File: config.mk
export PLATFORM = sky130hd
export DESIGN_NAME = compare_unit
export DESIGN_NICKNAME = d
export VERILOG_FILES = /design/src/rtl/compare_pkg.sv /design/src/rtl/wave_if.sv /design/src/rtl/wave_gen.sv /design/src/rtl/compare_unit.sv
export VERILOG_INCLUDE_DIRS = /design/src /design/src/rtl
export SDC_FILE = /design/constraint.sdc
export NUM_CORES = 1
export LEC_CHECK = 0
export BUFFER_PORTS_ARGS = -buffer_cell sky130_fd_sc_hd__buf_2
export CAP_MARGIN = 20
export CORE_UTILIZATION = 30
export CTS_CLUSTER_DIAMETER = 40
export DETAILED_ROUTE_END_ITERATION = 8
export SETUP_SLACK_MARGIN = 0.02
export SLEW_MARGIN = 20
export SYNTH_ARGS = -nofsm -noshare
export SYNTH_HDL_FRONTEND = slang
export SYNTH_SLANG_ARGS = --single-unit
File: constraint.sdc
create_clock -name sys_clk -period 4.6 [get_ports sys_clk]
set_input_delay 0 -clock sys_clk [delete_from_list [all_inputs] [get_ports sys_clk]]
set_output_delay 0 -clock sys_clk [all_outputs]
set_load 0.01 [all_outputs]
File: src/rtl/compare_unit_regs.svh
// Register offsets, field positions and reset values of the compare unit
`ifndef COMPARE_UNIT_REGS_SVH
`define COMPARE_UNIT_REGS_SVH

`define ADDR_VALUE_LOW 8'h00
`define ADDR_VALUE_HIGH 8'h04
`define ADDR_CONTROL 8'h08
`define ADDR_STATUS 8'h0C
`define ADDR_FORCE 8'h10

`define CTRL_WAVE_LSB 0
`define CTRL_WAVE_MSB 3
`define CTRL_ACTION_LSB 4
`define CTRL_ACTION_MSB 5
`define CTRL_IRQ_EN_BIT 6
`define STATUS_FLAG_BIT 0
`define FORCE_STROBE_BIT 0

`define CONTROL_RESET 8'h00
`define VALUE_RESET 16'h0000

`endif

File: src/rtl/compare_pkg.sv
// Types and mode decoding shared by the compare unit modules
package compare_pkg;

   typedef enum logic [2:0] {
      CLS_NORMAL,
      CLS_CLEAR_ON_MATCH,
      CLS_FAST,
      CLS_PHASE,
      CLS_PHASE_FREQ
   } wave_class_e;

   // Mode 13 is reserved; it is treated like normal mode
   function automatic wave_class_e classify(input logic [3:0] wsel);
      case (wsel)
         4'h4, 4'hC: classify = CLS_CLEAR_ON_MATCH;
         4'h5, 4'h6, 4'h7, 4'hE, 4'hF: classify = CLS_FAST;
         4'h1, 4'h2, 4'h3, 4'hA, 4'hB: classify = CLS_PHASE;
         4'h8, 4'h9: classify = CLS_PHASE_FREQ;
         default: classify = CLS_NORMAL;
      endcase
   endfunction

   function automatic logic is_pwm(input wave_class_e cls);
      is_pwm = (cls == CLS_FAST) || (cls == CLS_PHASE) ||
               (cls == CLS_PHASE_FREQ);
   endfunction

endpackage

File: src/rtl/wave_if.sv
// Match events and output state passed between core and wave generator
`timescale 1ns/100ps
`default_nettype none
interface wave_if;
   import compare_pkg::*;
   logic match_ev;
   logic force_ev;
   logic top_ev;
   logic count_down;
   wave_class_e cls;
   logic [1:0] action;
   logic oc;
   modport core (output match_ev, force_ev, top_ev, count_down, cls,
                 action, input oc);
   modport gen (input match_ev, force_ev, top_ev, count_down, cls,
                action, output oc);
endinterface
`default_nettype wire

File: src/rtl/wave_gen.sv
// Waveform generator: holds the compare output state
`timescale 1ns/100ps
`default_nettype none
module wave_gen (
   input wire logic sys_clk,
   input wire logic rst,
   wave_if.gen w
);
   import compare_pkg::*;

   logic oc;
   logic next_oc;

   assign w.oc = oc;

   // Action 0 never touches the state; mode changes alone never do either
   always_comb begin
      next_oc = oc;
      if (w.action != 2'b00) begin
         if (w.force_ev) begin
            case (w.action)
               2'b01: next_oc = ~oc;
               2'b10: next_oc = 1'b0;
               default: next_oc = 1'b1;
            endcase
         end else if (w.match_ev) begin
            case (w.cls)
               CLS_NORMAL, CLS_CLEAR_ON_MATCH: begin
                  case (w.action)
                     2'b01: next_oc = ~oc;
                     2'b10: next_oc = 1'b0;
                     default: next_oc = 1'b1;
                  endcase
               end
               CLS_FAST: begin
                  if (w.action == 2'b10)
                     next_oc = 1'b1;
                  else if (w.action == 2'b11)
                     next_oc = 1'b0;
               end
               default: begin
                  if (w.action == 2'b10)
                     next_oc = w.count_down;
                  else if (w.action == 2'b11)
                     next_oc = ~w.count_down;
               end
            endcase
         end else if (w.top_ev && w.cls == CLS_FAST) begin
            if (w.action == 2'b10)
               next_oc = 1'b0;
            else if (w.action == 2'b11)
               next_oc = 1'b1;
         end
      end
   end

   always_ff @(posedge sys_clk or posedge rst) begin
      if (rst)
         oc <= 1'b0;
      else
         oc <= next_oc;
   end

   chk_no_action_hold: assert property (@(posedge sys_clk)
      disable iff (rst)
      (w.action == 2'b00) |=> $stable(oc))
      else $error("output state changed with action zero");

   chk_toggle_on_match: assert property (@(posedge sys_clk)
      disable iff (rst)
      (w.match_ev && !w.force_ev && w.action == 2'b01 &&
       w.cls == CLS_CLEAR_ON_MATCH) |=> (oc != $past(oc)))
      else $error("output did not toggle on match");

endmodule
`default_nettype wire

File: src/rtl/compare_unit.sv
// Timer output compare channel with APB registers and pin override
//
// Contract
// - Compare count with value; flag next tick.
// - Enabled flag interrupts; ack or write-one clears.
// - Generator uses match, mode, action, TOP, BOTTOM; here it gets the count direction instead of BOTTOM.
// - Channel value can serve as counter TOP.
// - Double buffer in PWM modes only.
// - Buffer loads active value at TOP/BOTTOM.
// - CPU reaches buffer or active register.
// - Value changes only by writes; direct high read.
// - High byte first into holding; low loads both.
// - Force updates output, no flag, non-PWM only.
// - Count write blocks match next timer tick.
// - Output state survives waveform mode changes.
// - Action select unbuffered; governs next match.
// - Reset clears output state to zero.
// - Nonzero action overrides port value on pin.
// - Action zero leaves output state unchanged.
// - Action select does not affect capture.
// - Toggle on match in clear-on-match mode.
//
// Chosen here: the APB slave port and the register addresses.
`timescale 1ns/100ps
`default_nettype none
`include "compare_unit_regs.svh"
module compare_unit (
   input wire logic sys_clk,
   input wire logic rst,
   input wire logic psel,
   input wire logic penable,
   input wire logic pwrite,
   input wire logic [7:0] paddr,
   input wire logic [31:0] pwdata,
   output logic [31:0] prdata,
   output logic pready,
   output logic pslverr,
   input wire logic timer_tick,
   input wire logic [15:0] timer_count,
   input wire logic at_top,
   input wire logic at_bottom,
   input wire logic count_down,
   input wire logic count_write,
   input wire logic irq_ack,
   input wire logic port_value,
   input wire logic pin_direction_bit,
   output logic pin_out,
   output logic pin_oe,
   output logic compare_irq,
   output logic compare_flag,
   output logic [15:0] top_value
);
   import compare_pkg::*;

   // -------------------------------------------------------------
   // State
   // -------------------------------------------------------------
   logic [15:0] active_value;
   logic [15:0] buffer_value;
   logic [7:0] temp_high;
   logic [7:0] control;
   logic block;
   logic [15:0] next_active_value;
   logic [15:0] next_buffer_value;
   logic [7:0] next_temp_high;
   logic [7:0] next_control;
   logic next_block;
   logic next_flag;
   logic next_irq;
   logic [31:0] next_prdata;
   logic next_pready;
   logic next_pslverr;
   logic next_pin_out;

   wave_if wif ();

   wave_gen u_gen (
      .sys_clk(sys_clk),
      .rst(rst),
      .w(wif)
   );

   // -------------------------------------------------------------
   // Decode
   // -------------------------------------------------------------
   wave_class_e cls;
   logic pwm;
   logic [1:0] action;
   logic irq_en;
   logic mapped;
   logic wr;
   logic wr_low;
   logic wr_high;
   logic wr_status;
   logic wr_force;
   logic match_ev;
   logic update_pt;
   logic [15:0] cpu_view;

   assign cls = classify(control[`CTRL_WAVE_MSB:`CTRL_WAVE_LSB]);
   assign pwm = is_pwm(cls);
   // Action reaches only the generator and the pin mux, never capture
   assign action = control[`CTRL_ACTION_MSB:`CTRL_ACTION_LSB];
   assign irq_en = control[`CTRL_IRQ_EN_BIT];
   assign mapped = (paddr == `ADDR_VALUE_LOW) ||
                   (paddr == `ADDR_VALUE_HIGH) ||
                   (paddr == `ADDR_CONTROL) ||
                   (paddr == `ADDR_STATUS) ||
                   (paddr == `ADDR_FORCE);
   assign wr = psel && penable && pready && pwrite && mapped;
   assign wr_low = wr && (paddr == `ADDR_VALUE_LOW);
   assign wr_high = wr && (paddr == `ADDR_VALUE_HIGH);
   assign wr_status = wr && (paddr == `ADDR_STATUS);
   assign wr_force = wr && (paddr == `ADDR_FORCE);
   // A count write blocks the comparison until the next tick is spent
   assign match_ev = timer_tick && !block &&
                     (timer_count == active_value);
   // Phase-and-frequency modes reload at BOTTOM, other PWM at TOP
   assign update_pt = timer_tick &&
                      ((cls == CLS_PHASE_FREQ) ? at_bottom : at_top);
   assign cpu_view = pwm ? buffer_value : active_value;

   assign wif.match_ev = match_ev;
   assign wif.force_ev = wr_force && pwdata[`FORCE_STROBE_BIT] &&
                         !pwm;
   assign wif.top_ev = timer_tick && at_top;
   assign wif.count_down = count_down;
   assign wif.cls = cls;
   assign wif.action = action;

   // -------------------------------------------------------------
   // Next values
   // -------------------------------------------------------------
   always_comb begin
      next_control = control;
      next_temp_high = temp_high;
      next_active_value = active_value;
      next_buffer_value = buffer_value;
      if (wr && paddr == `ADDR_CONTROL)
         next_control = pwdata[7:0];
      if (wr_high)
         next_temp_high = pwdata[7:0];
      // Hardware never alters the value itself; only the buffer moves
      if (pwm && update_pt)
         next_active_value = buffer_value;
      if (wr_low) begin
         if (pwm)
            next_buffer_value = {temp_high, pwdata[7:0]};
         else
            next_active_value = {temp_high, pwdata[7:0]};
      end
   end

   always_comb begin
      next_block = block;
      if (count_write)
         next_block = 1'b1;
      else if (timer_tick)
         next_block = 1'b0;
      // The set wins over a clear in the same cycle
      next_flag = compare_flag;
      if (irq_ack || (wr_status && pwdata[`STATUS_FLAG_BIT]))
         next_flag = 1'b0;
      if (match_ev)
         next_flag = 1'b1;
      next_irq = next_flag && irq_en;
      next_pin_out = (action != 2'b00) ? wif.oc : port_value;
   end

   always_comb begin
      next_pready = psel && !penable && !pready;
      next_pslverr = psel && !penable && !mapped;
      next_prdata = prdata;
      if (psel && !penable) begin
         case (paddr)
            `ADDR_VALUE_LOW: next_prdata = {24'h000000, cpu_view[7:0]};
            `ADDR_VALUE_HIGH:
               next_prdata = {24'h000000, cpu_view[15:8]};
            `ADDR_CONTROL: next_prdata = {24'h000000, control};
            `ADDR_STATUS: next_prdata = {31'h00000000, compare_flag};
            default: next_prdata = 32'h00000000;
         endcase
      end
   end

   // -------------------------------------------------------------
   // Registers
   // -------------------------------------------------------------
   always_ff @(posedge sys_clk or posedge rst) begin
      if (rst) begin
         control <= `CONTROL_RESET;
         temp_high <= 8'h00;
         active_value <= `VALUE_RESET;
         buffer_value <= `VALUE_RESET;
         block <= 1'b0;
         compare_flag <= 1'b0;
         compare_irq <= 1'b0;
         pin_out <= 1'b0;
         pin_oe <= 1'b0;
         prdata <= 32'h00000000;
         pready <= 1'b0;
         pslverr <= 1'b0;
      end else begin
         control <= next_control;
         temp_high <= next_temp_high;
         active_value <= next_active_value;
         buffer_value <= next_buffer_value;
         block <= next_block;
         compare_flag <= next_flag;
         compare_irq <= next_irq;
         pin_out <= next_pin_out;
         pin_oe <= pin_direction_bit;
         prdata <= next_prdata;
         pready <= next_pready;
         pslverr <= next_pslverr;
      end
   end

   // Counter may use this as its TOP in the modes that ask for it
   assign top_value = active_value;

   // -------------------------------------------------------------
   // Checks
   // -------------------------------------------------------------
   chk_flag_on_match: assert property (@(posedge sys_clk)
      disable iff (rst)
      (timer_tick && !block && timer_count == active_value)
      |=> compare_flag)
      else $error("match did not set the flag");

   chk_irq_needs_flag: assert property (@(posedge sys_clk)
      disable iff (rst)
      compare_irq |-> compare_flag)
      else $error("interrupt without flag");

   chk_irq_level: assert property (@(posedge sys_clk)
      disable iff (rst)
      compare_irq == (compare_flag && $past(irq_en)))
      else $error("interrupt does not follow flag and enable");

   chk_ack_clears: assert property (@(posedge sys_clk)
      disable iff (rst)
      (irq_ack && !match_ev) |=> !compare_flag)
      else $error("acknowledge did not clear the flag");

   chk_block_arms: assert property (@(posedge sys_clk)
      disable iff (rst)
      count_write |=> block)
      else $error("count write did not arm the block");

   chk_block_after_write: assert property (@(posedge sys_clk)
      disable iff (rst)
      (count_write && !compare_flag && !irq_ack) ##1
      (timer_tick && !compare_flag)[*1] |=> !compare_flag)
      else $error("match not blocked after count write");

   chk_buffer_steady: assert property (@(posedge sys_clk)
      disable iff (rst)
      (pwm && !update_pt) |=> $stable(active_value))
      else $error("active value moved outside TOP or BOTTOM");

   chk_buffer_load: assert property (@(posedge sys_clk)
      disable iff (rst)
      (pwm && update_pt) |=> (active_value == $past(buffer_value)))
      else $error("buffer not loaded at the update point");

   chk_direct_write: assert property (@(posedge sys_clk)
      disable iff (rst)
      (wr_low && !pwm) |=>
      (active_value == {$past(temp_high), $past(pwdata[7:0])}))
      else $error("low byte write did not load both bytes");

   chk_buffered_write: assert property (@(posedge sys_clk)
      disable iff (rst)
      (wr_low && pwm) |=>
      (buffer_value == {$past(temp_high), $past(pwdata[7:0])}))
      else $error("low byte write did not reach the buffer");

   chk_holding_write: assert property (@(posedge sys_clk)
      disable iff (rst)
      wr_high |=> (temp_high == $past(pwdata[7:0])))
      else $error("high byte write did not reach holding");

   chk_value_hw_steady: assert property (@(posedge sys_clk)
      disable iff (rst)
      (!pwm && !wr_low) |=> $stable(active_value))
      else $error("value changed without a write");

   chk_high_read_direct: assert property (@(posedge sys_clk)
      disable iff (rst)
      (psel && !penable && paddr == `ADDR_VALUE_HIGH) |=>
      (prdata[7:0] == $past(cpu_view[15:8])))
      else $error("high byte read not taken from the register");

   chk_pin_override: assert property (@(posedge sys_clk)
      disable iff (rst)
      (action != 2'b00) |=> (pin_out == $past(wif.oc)))
      else $error("pin not driven by compare output");

   chk_port_passes: assert property (@(posedge sys_clk)
      disable iff (rst)
      (action == 2'b00) |=> (pin_out == $past(port_value)))
      else $error("pin not driven by port value");

   chk_oe_follows: assert property (@(posedge sys_clk)
      disable iff (rst)
      1'b1 |=> (pin_oe == $past(pin_direction_bit)))
      else $error("pin enable does not follow direction bit");

   chk_force_no_flag: assert property (@(posedge sys_clk)
      disable iff (rst)
      (wif.force_ev && !match_ev && !compare_flag) |=> !compare_flag)
      else $error("force set the flag");

   chk_force_reads_zero: assert property (@(posedge sys_clk)
      disable iff (rst)
      (psel && !penable && paddr == `ADDR_FORCE) |=> (prdata == 32'h0))
      else $error("force location read nonzero");

endmodule
`default_nettype wire

# Word-level counts from Yosys, hierarchy flattened
# Memories as Yosys holds them, arrays and structs flattened.
# Index checks and enable logic that the tools add are counted.
[op_classes]
eq_ne = 13
mux = 22
n_bitwise = 2
n_reduce_logical = 44
[ops]
columns = ["cell", "count"]
rows = [
  ["two-way mux 16 bit", 4],
  ["one-hot mux 8 bit (4 select lines)", 1],
  ["logical AND 1 bit", 22],
  ["equality test 16 bit", 1],
  ["equality test 8 x 4 -> 1 bit (second input constant)", 2],
  ["two-way mux 1 bit", 15],
  ["equality test 8 x 3 -> 1 bit (second input constant)", 1],
  ["equality test 8 x 5 -> 1 bit (second input constant)", 1],
  ["logical NOT 8 bit", 1],
  ["nonzero test 4 bit", 2],
  ["logical OR 1 bit", 7],
  ["equality test 3 x 2 -> 1 bit (second input constant)", 2],
  ["logical NOT 1 bit", 5],
  ["AND reduction 5 bit", 1],
  ["equality test 2 bit (second input constant)", 2],
  ["inequality test 4 x 1 -> 1 bit (second input constant)", 1],
  ["one-hot mux 1 bit (2 select lines)", 2],
  ["nonzero test 2 bit", 2],
  ["equality test 3 x 1 -> 1 bit (second input constant)", 1],
  ["equality test 3 bit (second input constant)", 1],
  ["logical NOT 3 bit", 1],
  ["nonzero test 3 bit", 1],
  ["equality test 2 x 1 -> 1 bit (second input constant)", 1],
  ["NOT 1 bit", 2],
  ["2 further kinds", 2],
]
[totals]
regBits = 88
rom_bits = 48
in_bits = 69
word_cells = 95
n_memories = 1
[memory_table]
columns = ["name", "depth", "width", "read_ports", "rd_clocked_by_memory_dff", "wr", "line_no", "source"]
rows = [
  ["(no name shown)", 16, 3, 1, 0, 0, "compare_pkg.sv:14", "case (wsel)"],
]

# Logic depth before layout (Yosys ltp)
# Gate-level depths: netlist of run 1.
[depth]
word_depth = 12
ltp_mapped = 7

# Cells and area by module
# Synthesis of run 1 repeated with hierarchy kept, for this count alone.
[unflattened]
hier_cells = 414
hier_area_um2 = 4015.1
[by_module_without_submodules]
columns = ["module", "n_inst", "cells_each", "area_each_um2"]
rows = [
  ["compare_unit", 1, 391, 3858.7],
  ["wave_gen", 1, 23, 156.4],
]

# Least setup slack after synthesis of run 1
# No wires, ideal clock.
[synth_path]
path_kind = "reg-to-reg"
from = "reg control[1]"
to = "reg prdata[0]"
t_arrival_ns = 1.851
t_required_ns = 4.470
path_slack_ns = 2.619
path_stages_with_launch = 7
n_path_buf = 1
period_less_slack_ns = 1.981
cell_sequence = "dfrtp_1 -> clkbuf_1 -> nor3_4 -> mux2_2 -> mux4_2 -> inv_1 -> o21ai_0"
[synth_between]
elab_chain_len = 6
word_cells_on_any_way = 8
[synth_lines]
columns = ["element", "line_no", "source"]
rows = [
  ["from (decl)", "compare_unit.sv:61", "logic [7:0] control;"],
  ["from (signal assigned)", "compare_unit.sv:191", "control <= `CONTROL_RESET;"],
  ["from (signal assigned)", "compare_unit.sv:204", "control <= next_control;"],
  ["memory (16 x 3 bit) (*)", "n/a", ""],
  ["equality test 3 x 2 -> 1 bit", "compare_pkg.sv:24", "is_pwm = (cls == CLS_FAST) || (cls == CLS_PHASE) ||"],
  ["logical OR 1 bit", "compare_pkg.sv:24", ""],
  ["logical OR 1 bit (*)", "compare_pkg.sv:24", ""],
  ["two-way mux 16 bit (*)", "compare_unit.sv:121", "assign cpu_view = pwm ? buffer_value : active_value;"],
  ["one-hot mux 8 bit (4 select lines) (*)", "compare_unit.sv:175", "case (paddr)"],
  ["to (signal assigned)", "compare_unit.sv:213", "prdata <= next_prdata;"],
  ["to (decl)", "compare_unit.sv:35", "output logic [31:0] prdata,"],
]
# Every way passes the cells marked *; elsewhere a longest branch is shown, timed or not.
# A chain may end at the register's enable or synchronous reset.

# Worst setup path in the final report of run 1
[layout_path]
from = "reg control[0]"
to = "reg prdata[1]"
# Same word-level chain as after synthesis.

==> results of run 1 <==
## sequential cells by signal (all words and copies together), names as in the netlist
| signal | count |
|---|---|
| block | 1 |
| buffer_value | 16 |
| compare_flag | 1 |
| compare_irq | 1 |
| control | 8 |
| pin_oe | 1 |
| pin_out | 1 |
| prdata | 8 |
| pready | 1 |
| pslverr | 1 |
| temp_high | 8 |
| top_value | 16 |
| u_gen.w.oc | 1 |
## per-stage QoR
stage	utilization (%)	total power, W
floorplan	-	0.0006402
global placement	34.17	0.0006615
detailed placement	34.17	0.0006626
CTS	37.94	0.001358
global route	37.94	0.001400
finish	37.94	0.001337
## how the worst max path moves through the flow
stage,startpoint,to
after floorplan,control[1]$_DFFE_PP0P_,prdata[0]$_DFFE_PP0P_
after global placement,control[0]$_DFFE_PP0P_,prdata[1]$_DFFE_PP0P_
after detailed placement,control[0]$_DFFE_PP0P_,prdata[1]$_DFFE_PP0P_
after CTS,control[0]$_DFFE_PP0P_,prdata[1]$_DFFE_PP0P_
after global routing,control[0]$_DFFE_PP0P_,prdata[1]$_DFFE_PP0P_
final,control[0]$_DFFE_PP0P_,prdata[1]$_DFFE_PP0P_
## final cells by class
class | instances | area share [%]
multi-input combinational | 229 | 39.46
tap | 143 | 4.131
clock inverter | 3 | 0.9243
sequential | 64 | 36.97
inverter | 7 | 0.6066
timing repair buffer | 89 | 11.90
clock buffer | 13 | 6.008
## metal layers
layer	share of wire, %	vias to the layer above	routed length, um
met3	7.5	8	628
met1	46	1218	3862
met4	1.6	0	131
met5	0	-	0
met2	45	97	3727
li1	-	1232	-
## synthesized netlist by cell type (all sizes together) (2+ instances only)
master | n | area [um2]
or3 | 3 | 18.77
mux2i | 26 | 260.3
nand2 | 14 | 52.55
xnor2 | 15 | 131.4
clkbuf | 9 | 57.56
o21a | 2 | 15.01
mux2 | 40 | 480.5
dfrtp | 64 | 1602
a21oi | 22 | 110.1
buf | 27 | 203.9
mux4 | 2 | 45.04
nor2b | 3 | 26.27
nor4 | 2 | 27.53
nand3 | 4 | 37.54
nor2 | 24 | 90.09
nand4 | 6 | 37.54
o21ai | 15 | 75.07
inv | 7 | 26.28
o22a | 2 | 17.52
nand2b | 5 | 31.28
nor3 | 6 | 52.55
## report_power, final
group	switching, W	internal [W]
combinational	0.0000531	0.0000364
clock	0.000231	0.000447
sequential	0.00000269	0.000568
total	0.000287	0.00105
## repair_timing
| item | CTS | global route |
|---|---|---|
| endpoints found under the hold margin | 97 | 0 |
| endpoints found under the setup margin | 0 | 0 |
| hold buffers | 13 | 0 |
## critical path, delay by kind of cell (launching register included)
| family | cells | cell delay [ns] |
|---|---|---|
| and+or+nand+nor | 3 | 1.24 |
| muxes | 1 | 0.59 |
| DFF | 1 | 0.40 |
| AOI/OAI and AO/OA | 2 | 0.34 |
## kinds of logic (layout without fill, tap and decap cells)
logic type | after synthesis | after routing
and+or+nand+nor | 73 | 73
muxes | 68 | 68
DFF | 64 | 64
AOI/OAI and AO/OA | 48 | 48
buffers and inverters | 43 | 112
xor gates and xnor gates | 16 | 16
other | 1 | 24
==> results.txt, run 1 <==
Initial antenna violation count: 0
Distinct cells, synth: 46
Global-route wire length before repair: 12,860 um
CTS root buffer: clkbuf_16
Synthesized area: 0.003512 mm2
Final setup margin: 1.884 ns
Fin. max-slew vios: 0
Cells after synthesis: 313
Max-slew headroom: 24.99%
Grt met2 use: 22.23%
DRT Wirelength: 8350 um
CTS buffer count: 9
VDD IR max: 258.6 uV
Share of layout cells above drive strength 1: 34.81%
Post-synthesis compound-gate area fraction: 7.802%
H-tree levels: 3
HPWL after detailed placement: 6026 um
Final setup viols: 0
Register area share after synthesis: 45.60%
Met1 Usage GRT: 19.76%
Layout Nets: 469
FF-to-FF End: prdata[1]$_DFFE_PP0P_
Status: completed
Site row count: 39
Dpl cell area: 0.003901 mm2
Postcts setup bufs: 0
Adder-Cell Fraction of Synth Area: 0%
RSZ-0062 raised after global routing: no
Vias: 2,555
Commonest non-fill, non-tap cells in the layout: buf_2 (74), dfrtp_1 (64), mux2_2 (32), mux2i_1 (26)
Core area: 0.01142 mm2
Pleak: 2.151 nW
Async S/R FF share, synth: 100.0%
Clock Pin Slew Worst Setup and Hold Paths: 0.05 ns
Minimum hold slack: 0.01766 ns
Slew @ Worst Pin: 1.122 ns
I/O pins: 123
Area growth, synth to finish: 23.33%
Post-DR wirelength/cell: 15.24 um
FF/Latch Area: 0.001602 mm2
Seq cells post-synth: 64
Setup_tns: 0 ns
Final period utilization: 59.05%
Most frequent CP cell: nor2b_1
Crit. End Element: flop
Cell chain of the critical path: nor2b_1, nor3_4, mux4_2, nor2b_1, a31oi_1, o21ai_0
Max-cap violation count: 0
Hold worst-path end: pslverr$_DFF_PP0_
Clk Latency, worst-skew pair: 0.32 ns
Vias in the first global route: 2,427
Post-synth top flop: dfrtp_1
DR pass1 iterations: 4
Initial core utilization: 30.76%
Fin area: 0.004332 mm2
# diodes: 0
Largest net degree at the start of global routing: 65
Crit Path Max Fanout: 18
Hold path depth: 3
GPL Wtd Cong: 0.7441
Clock Sinks: 64
Fin Clk Skew: 0.007043 ns
Main combinational cell family by area after synthesis: multiplexers
CTS tree: done
Placed insts: 519
Number of flops mapped to enable cells by yosys: 0
Worst Path Required: 4.80 ns
HP Start: paddr[4]
Die Y: 110.2 um
CP max stage cell: nor3_4
FMAX: 368.2 MHz
Post-Place Worst Slack: 1.923 ns
Fin crit period: 2.716 ns
Final Hold Fails: 0
Layer with the highest usage: met2
Synth Area in XOR/XNOR: 3.990%
Syn Area/Cell: 11.22 um2
Arr. time, crit path: 2.91 ns
Post-CTS Resized: 0
Die Width: 110.2 um
Drt first-iter violations: 113
R2r setup slk: 1.88 ns
Non-Filler Instances: 548
Commonest non-fill, non-tap cell in the layout: buf_2
Reg2Reg Depth: 6
Reg-to-Reg Start: control[0]$_DFFE_PP0P_
Clock tree buffer depth: 2
Post-Synth Simple-Gate Area: 11.93%
Gr usage total: 14.70%
CP Class: reg -> reg
Mux cell area share after synthesis: 22.37%
Port Buffers: 74
Power density over the cells: 308.8 mW/mm2
GR Util met3: 4.879%
DRC Markers: 0
Yosys warns: 0
Footprint of the multi-input gates: 0.001709 mm2
Vias per cell: 4.662
Crit start category: flop
Die ar.: 0.01214 mm2
Biggest cell delay along the critical path: 0.91 ns
Fillers: 1,152
Hold/Removal Path Class: in -> reg
Grt ovf: 0
Antenna Violating Nets Remaining: 0
(Power assumes the default switching activity.)
==> run 2: changes to the inputs <==
--- a/config.mk
+++ b/config.mk
@@ -6,6 +6,7 @@
 export SDC_FILE = /design/constraint.sdc
 export NUM_CORES = 1
 export LEC_CHECK = 0
+export ABC_AREA = 1
 export BUFFER_PORTS_ARGS = -buffer_cell sky130_fd_sc_hd__buf_2
 export CAP_MARGIN = 20
 export CORE_UTILIZATION = 30
==> constraint.sdc (replaced) <==
create_clock -name sys_clk -period 2.4 [get_ports sys_clk]
set_input_delay 0 -clock sys_clk [delete_from_list [all_inputs] [get_ports sys_clk]]
set_output_delay 0 -clock sys_clk [all_outputs]
set_load 0.01 [all_outputs]
==> results.txt, run 2 <==
Sequential share of power: 41.9% (-0.7 points)
Worst setup path start: control[1]$_DFFE_PP0P_
Hold path depth: 3 (unchanged)
CP max stage cell: dfrtp_1
I/O pins: 123 (unchanged)
Commonest non-fill, non-tap cell in the layout: nand2_1
Core area: 0.01262 mm2 (+11%)
Clock Pin Slew Worst Setup and Hold Paths: 0.06 ns (about the same)
Post-Place Worst Slack: 0.4779 ns (-1.445 ns)
Drt first-iter violations: 253 (+120%)
Antenna Violating Nets Remaining: 0 (unchanged)
Reg2Reg Depth: 11 (+5)
# diodes: 0 (unchanged)
Register area share after synthesis: 41.17% (-4.4 points)
Clk network pwr share: 51.4% (+0.7 points)
Sw frac: 23.07% (+1.6 points)
Status: complete, but fails checks
Largest net degree at the start of global routing: 34 (-48%)
Dpl cell area: 0.004320 mm2 (+11%)
HP Start: pwdata[6]
Postcts setup bufs: 0 (unchanged)
DRC Markers: 0 (unchanged)
Site row count: 41 (+5.1%)
Vias per cell: 4.451 (-4.5%)
Layout Nets: 686 (+46%)
Share of layout cells above drive strength 1: 20.42% (-14 points)
Footprint of the multi-input gates: 0.001768 mm2 (+3.4%)
Final Hold Fails: 3 (+3)
Clk Latency, worst-skew pair: 0.34 ns (+0.02 ns)
Post-CTS Resized: 0 (unchanged)
Grt met2 use: 27.66% (+5.4 points)
Vias: 3,534 (+38%)
Worst Path Required: 2.66 ns (-2.14 ns)
Layer with the highest usage: met2
Final setup margin: 0.4339 ns (-1.450 ns)
Grt ovf: 0 (unchanged)
Initial core utilization: 30.82% (+0.067 points)
Post-DR wirelength/cell: 13.53 um (-11%)
FMAX: 508.6 MHz (+38%)
GPL Wtd Cong: 0.8932 (+20%)
CTS buffer count: 9 (unchanged)
Post-synth top flop: dfrtp_1
CP Class: reg -> reg
Async S/R FF share, synth: 100.0% (unchanged)
Combinational power share: 6.8% (about the same)
HPWL after detailed placement: 8200 um (+36%)
Die Width: 115.9 um (+5.1%)
Net switching power: 0.0006004 W (+110%)
CTS root buffer: clkbuf_16
Final period utilization: 81.92% (+23 points)
Cell chain of the critical path: inv_1, nand2_1, nand2_1, nand2_1, nand2_1, a21o_1, buf_12, nand2_1, o21ai_0, nand2_1, o21ai_1
Minimum hold slack: -0.002579 ns (-0.02024 ns)
CTS tree: done
Fin Clk Skew: 0.005086 ns (-0.001957 ns)
Setup_tns: 0 ns (unchanged)
RSZ-0062 raised after global routing: no
Syn Area/Cell: 7.271 um2 (-35%)
H-tree levels: 3 (unchanged)
GR Util met3: 3.504% (-1.4 points)
Number of flops mapped to enable cells by yosys: 0 (unchanged)
Pleak: 2.351 nW (+9.3%)
Area growth, synth to finish: 20.52%
Power density over the cells: 555.0 mW/mm2 (+80%)
Synth top area cells: dfrtp_1 (41%), nand2_1 (17%), inv_1 (7.8%)
Crit. End Element: flop
Most common cell in the netlist: nand2_1
Yosys top cell area share: 41.17% (-4.4 points)
Clock Sinks: 64 (unchanged)
Commonest non-fill, non-tap cells in the layout: nand2_1 (181), inv_1 (80), buf_2 (74), dfrtp_1 (64), o21ai_0 (40)
Die ar.: 0.01343 mm2 (+11%)
Distinct cells, synth: 35 (-24%)
Met1 Usage GRT: 22.27% (+2.5 points)
Port Buffers: 74 (unchanged)
Crit start category: flop
Gr usage total: 16.97% (+2.3 points)
VDD IR max: 313.4 uV (+21%)
DRT Wirelength: 10,740 um (+29%)
Max-slew headroom: 50.22% (+25 points)
Reg-to-Reg Start: control[1]$_DFFE_PP0P_
Fin. max-slew vios: 0 (unchanged)
Biggest cell delay along the critical path: 0.40 ns (-0.51 ns)
Dominant cell type by area after synthesis: dfrtp_1
Crit Path Max Fanout: 18 (unchanged)
Arr. time, crit path: 2.22 ns (-0.69 ns)
Slew @ Worst Pin: 0.7456 ns (-0.3759 ns)
Cells after synthesis: 535 (+71%)
Global-route wire length before repair: 16,630 um (+29%)
Die Y: 115.9 um (+5.1%)
Failing checks: negative hold slack
Vias in the first global route: 3,153 (+30%)
DR pass1 iterations: 5 (+1)
Clock tree buffer depth: 2 (unchanged)
Max-cap violation count: 0 (unchanged)
Hold/Removal Path Class: in -> reg
CTS Hold Bufs: 6 (-7)
Fin crit period: 1.966 ns (-0.7501 ns)
Initial antenna violation count: 0 (unchanged)
Final setup viols: 0 (unchanged)
Final Util: 37.15% (-0.79 points)
Fillers: 1,327 (+15%)
FF/Latch Area: 0.001602 mm2 (unchanged)
Synthesized area: 0.003890 mm2 (+11%)
Fin area: 0.004688 mm2 (+8.2%)
Post-synth top cells: nand2_1 (181), inv_1 (81), dfrtp_1 (64)
Yosys warns: 0 (unchanged)
Seq cells post-synth: 64 (unchanged)
Most frequent CP cell: nand2_1
Internal cell power: 0.002002 W (+90%)
run 2: cell types whose count changed in the layout (fill, tap and decap cells not counted), moves of 7 or more:
cell,before,now
mux2_2,32,0
xnor2_1,15,1
a21oi_1,22,6
o21ai_1,0,17
mux2_4,8,0
nand2_1,14,181
o21ai_0,15,40
mux2i_1,26,0
nor2_1,24,35
dlygate4sd3_1,13,6
o211ai_1,0,13
inv_1,6,80
nand3_1,2,13
o21ai_2,0,17
run 2: cell type report:
class / count / area share, %
multi-input combinational: 374 / 37.71
sequential: 64 / 34.16
timing repair buffer: 86 / 10.41
inverter: 82 / 6.565
clock buffer: 11 / 5.391
tap: 172 / 4.590
clock inverter: 5 / 1.174
run 2: critical path: cells and delay by family (launching register included):
kind | cells | cell delay [ns]
and+or+nand+nor | 6 | 0.61
AOI/OAI and AO/OA | 3 | 0.55
DFF | 1 | 0.40
buffers and inverters | 2 | 0.31
run 2: final timing paths:
kind,end,slack (ns)
worst max-delay path,top_value[13]$_DFF_PP0_,0.43
worst min-delay path,buffer_value[6]$_DFFE_PP0P_,-0.003
worst max register to register,top_value[13]$_DFF_PP0_,0.43
worst min register to register,pready$_DFF_PP0_,0.44
max in group asynchronous,top_value[2]$_DFF_PP0_,1.33
min in group asynchronous,block$_DFFE_PP0P_,0.35
run 2: power by group through the flow:
stage | logic, W | clock network (W) | registers [W]
global route | 0.000203 | 0.00140 | 0.00109
floorplan | 0.000116 | 0 | 0.00111
CTS | 0.000180 | 0.00136 | 0.00109
global placement | 0.000169 | 0 | 0.00111
finish | 0.000176 | 0.00134 | 0.00109
detailed placement | 0.000171 | 0 | 0.00111
run 2: metrics by stage:
step / hold WS, ns / power (W) / instances
floorplan: 0.03143 / 0.001227 / 558
global placement: 0.1079 / 0.001277 / 772
detailed placement: 0.1119 / 0.001280 / 772
CTS: 0.0004268 / 0.002628 / 794
global route: 0.01614 / 0.002696 / 794
finish: -0.002579 / 0.002602 / 794
run 2: kinds of logic after synthesis:
group                     Yosys count  share of synthesized area, %
other                               1                       0.09640
and+or+nand+nor                   246                         26.05
xor gates and xnor gates            2                        0.4504
DFF                                64                         41.17
AOI/OAI and AO/OA                 102                         16.63
buffers and inverters             120                         15.60
run 2: per-layer routing:
layer  routed length [um]  up-vias
met5                    0        -
met4                  117        0
li1                     -     1811
met2                 4983      123
met1                 5074     1591
met3                  564        9
==> run 3: changes to the inputs <==
==> constraint.sdc (replaced) <==
create_clock -name sys_clk -period 1.65 [get_ports sys_clk]
set_input_delay 0 -clock sys_clk [delete_from_list [all_inputs] [get_ports sys_clk]]
set_output_delay 0 -clock sys_clk [all_outputs]
set_load 0.01 [all_outputs]
==> results.txt, run 3 (same netlist as run 2, synthesis figures left out) <==
Status: completed
I/O pins: 123 (unchanged)
Placed insts: 793 (+2.7%)
Hold worst-path end: top_value[5]$_DFF_PP0_
Pleak: 2.556 nW (+8.7%)
HPWL after detailed placement: 8874 um (+8.2%)
Post-DR wirelength/cell: 14.66 um (+8.4%)
Gr usage total: 18.55% (+1.6 points)
Share of layout cells above drive strength 1: 29.40% (+9.0 points)
CP max stage cell: dfrtp_1
Die Width: 115.9 um (unchanged)
Crit start category: flop
Worst Path Required: 1.88 ns (-0.78 ns)
Clock Sinks: 64 (unchanged)
Drt first-iter violations: 282 (+11%)
VDD IR max: 371.6 uV (+19%)
DRC Markers: 0 (unchanged)
FF-to-FF End: top_value[0]$_DFF_PP0_
Commonest non-fill, non-tap cells in the layout: nand2_1 (167), inv_1 (77), buf_2 (74), dfrtp_1 (60), nor2_1 (30)
Crit Path Max Fanout: 4 (-14)
Clock tree buffer depth: 2 (unchanged)
Fin. max-slew vios: 0 (unchanged)
Hold path depth: 3 (unchanged)
Fin area: 0.005157 mm2 (+10%)
Layout Nets: 717 (+4.5%)
Biggest cell delay along the critical path: 0.41 ns (about the same)
Reg-to-Reg Start: control[3]$_DFFE_PP0P_
RSZ-0062 raised after global routing: yes
Core area: 0.01262 mm2 (unchanged)
Reg2Reg Depth: 10 (-1)
Fin crit period: 1.646 ns (-0.3201 ns)
Max-cap violation count: 0 (unchanged)
HP Start: pwdata[5]
Fillers: 1,317 (-0.75%)
Clk Latency, worst-skew pair: 0.33 ns (about the same)
Crit. End Element: flop
Final Util: 40.87% (+3.7 points)
Largest net degree at the start of global routing: 65 (+91%)
CTS root buffer: clkbuf_16
Die ar.: 0.01343 mm2 (unchanged)
Final setup margin: 0.004015 ns (-0.4299 ns)
Vias per cell: 4.576 (+2.8%)
R2r setup slk: 0.004 ns (-0.43 ns)
H-tree levels: 3 (unchanged)
Final setup viols: 0 (unchanged)
Arr. time, crit path: 1.87 ns (-0.35 ns)
Port Buffers: 74 (unchanged)
Initial core utilization: 30.82% (unchanged)
CTS tree: done
Vias in the first global route: 3,460 (+9.7%)
Final period utilization: 99.76% (+18 points)
Dpl cell area: 0.004516 mm2 (+4.5%)
Hold/Removal Path Class: in -> reg
# diodes: 0 (unchanged)
Cell chain of the critical path: nand2_2, nand2_2, nand2_4, buf_6, nand2_4, a21o_4, buf_6, nand2_4, o21ai_2, a22o_2
Area growth, synth to finish: 32.58%
Antenna Violating Nets Remaining: 0 (unchanged)
Commonest non-fill, non-tap cell in the layout: nand2_1
Vias: 3,775 (+6.8%)
Power density over the cells: 759.3 mW/mm2 (+37%)
Non-Filler Instances: 825 (+3.9%)
Tot Pwr: 0.003916 W (+50%)
DR pass1 iterations: 5 (unchanged)
Fin Clk Skew: 0.004784 ns (-0.0003012 ns)
DRT Wirelength: 12,090 um (+13%)
CP Class: reg -> reg
Site row count: 41 (unchanged)
CTS buffer count: 9 (unchanged)
Initial antenna violation count: 0 (unchanged)
Clock Pin Slew Worst Setup and Hold Paths: 0.06 ns (about the same)
Global-route wire length before repair: 18,270 um (+9.9%)
Final Hold Fails: 0 (-3)
Post-Place Worst Slack: -0.02601 ns (-0.5039 ns)
Die Y: 115.9 um (unchanged)
Most frequent CP cell: nand2_4
Grt ovf: 0 (unchanged)
GPL Wtd Cong: 0.8941 (+0.10%)
FMAX: 607.5 MHz (+19%)
==> run 3: changes by cell type in the layout (fill, tap and decap cells not counted), sizes merged <==
cell | previous run | this run
buf | 80 | 109
bufinv | 1 | 2
clkinv | 3 | 4
==> run 3: per-layer routing <==
metal  GRT usage [%]  vias to the layer above  routed length [um]
met5               0                        -                   0
met4           5.726                        0                 193
met3           4.498                       14                 667
met2           30.20                      126                5766
met1           24.28                     1774                5467
li1                -                     1861                   -
==> run 3: timing repair <==
action / 4_1_cts / 5_1_grt
resized for setup: 11 / 48
gates cloned: 1 / 2
endpoints found under the hold margin: 69 / 0
pin swaps: 5 / 16
hold buffers: 6 / 0
buffers inserted: 3 / 4
endpoints found under the setup margin: 16 / 51
==> run 3: how the worst max path moves through the flow <==
stage                            start                 endpoint  slack, ns  cells after the start
2_1_floorplan                      rst        block$_DFFE_PP0P_       0.05                      1
3_5_place_dp    control[3]$_DFFE_PP0P_  top_value[14]$_DFF_PP0_      -0.03                     10
5_1_grt         control[3]$_DFFE_PP0P_   top_value[0]$_DFF_PP0_      -0.06                     10
3_3_place_gp    control[3]$_DFFE_PP0P_  top_value[14]$_DFF_PP0_      -0.02                     10
6_report        control[3]$_DFFE_PP0P_   top_value[0]$_DFF_PP0_      0.004                     10
4_1_cts        top_value[15]$_DFF_PP0_   u_gen.w.oc$_DFFE_PP0P_       0.02                     13
==> run 3: through the flow <==
step	setup TNS, ns	hold WS, ns
2_1_floorplan	0	0.03143
3_3_place_gp	-0.02613	0.09806
3_5_place_dp	-0.03293	0.1097
4_1_cts	0	0.006006
5_1_grt	-0.4582	0.01394
6_report	0	0.008737
==> run 3: area by class of cell <==
cell class              instances  area (um2)  share of cell area [%]
clock buffers                   9       225.2                   4.367
clock inverters                 7       95.09                   1.844
inverters                      82       311.5                   6.041
multi-input cells             374        1883                   36.51
flip-flops and latches         64        1607                   31.15
well taps                     172       215.2                   4.173
repair buffers                117       820.8                   15.91
==> run 3: power by group <==
part	switching, W	internal, W	total (W)
Sequential	0.00000444	0.00158	0.00158
Clock	0.000738	0.00132	0.00206
Combinational	0.000176	0.0000944	0.000270
Total	0.000918	0.00300	0.00392
==> run 3: critical path: cells and delay by family (launching register included) <==
family | cells | cell delay, ns
AND/OR/NAND/NOR | 5 | 0.35
AO/OA/AOI/OAI | 3 | 0.51
flip-flops | 1 | 0.41
buffers and inverters | 2 | 0.26
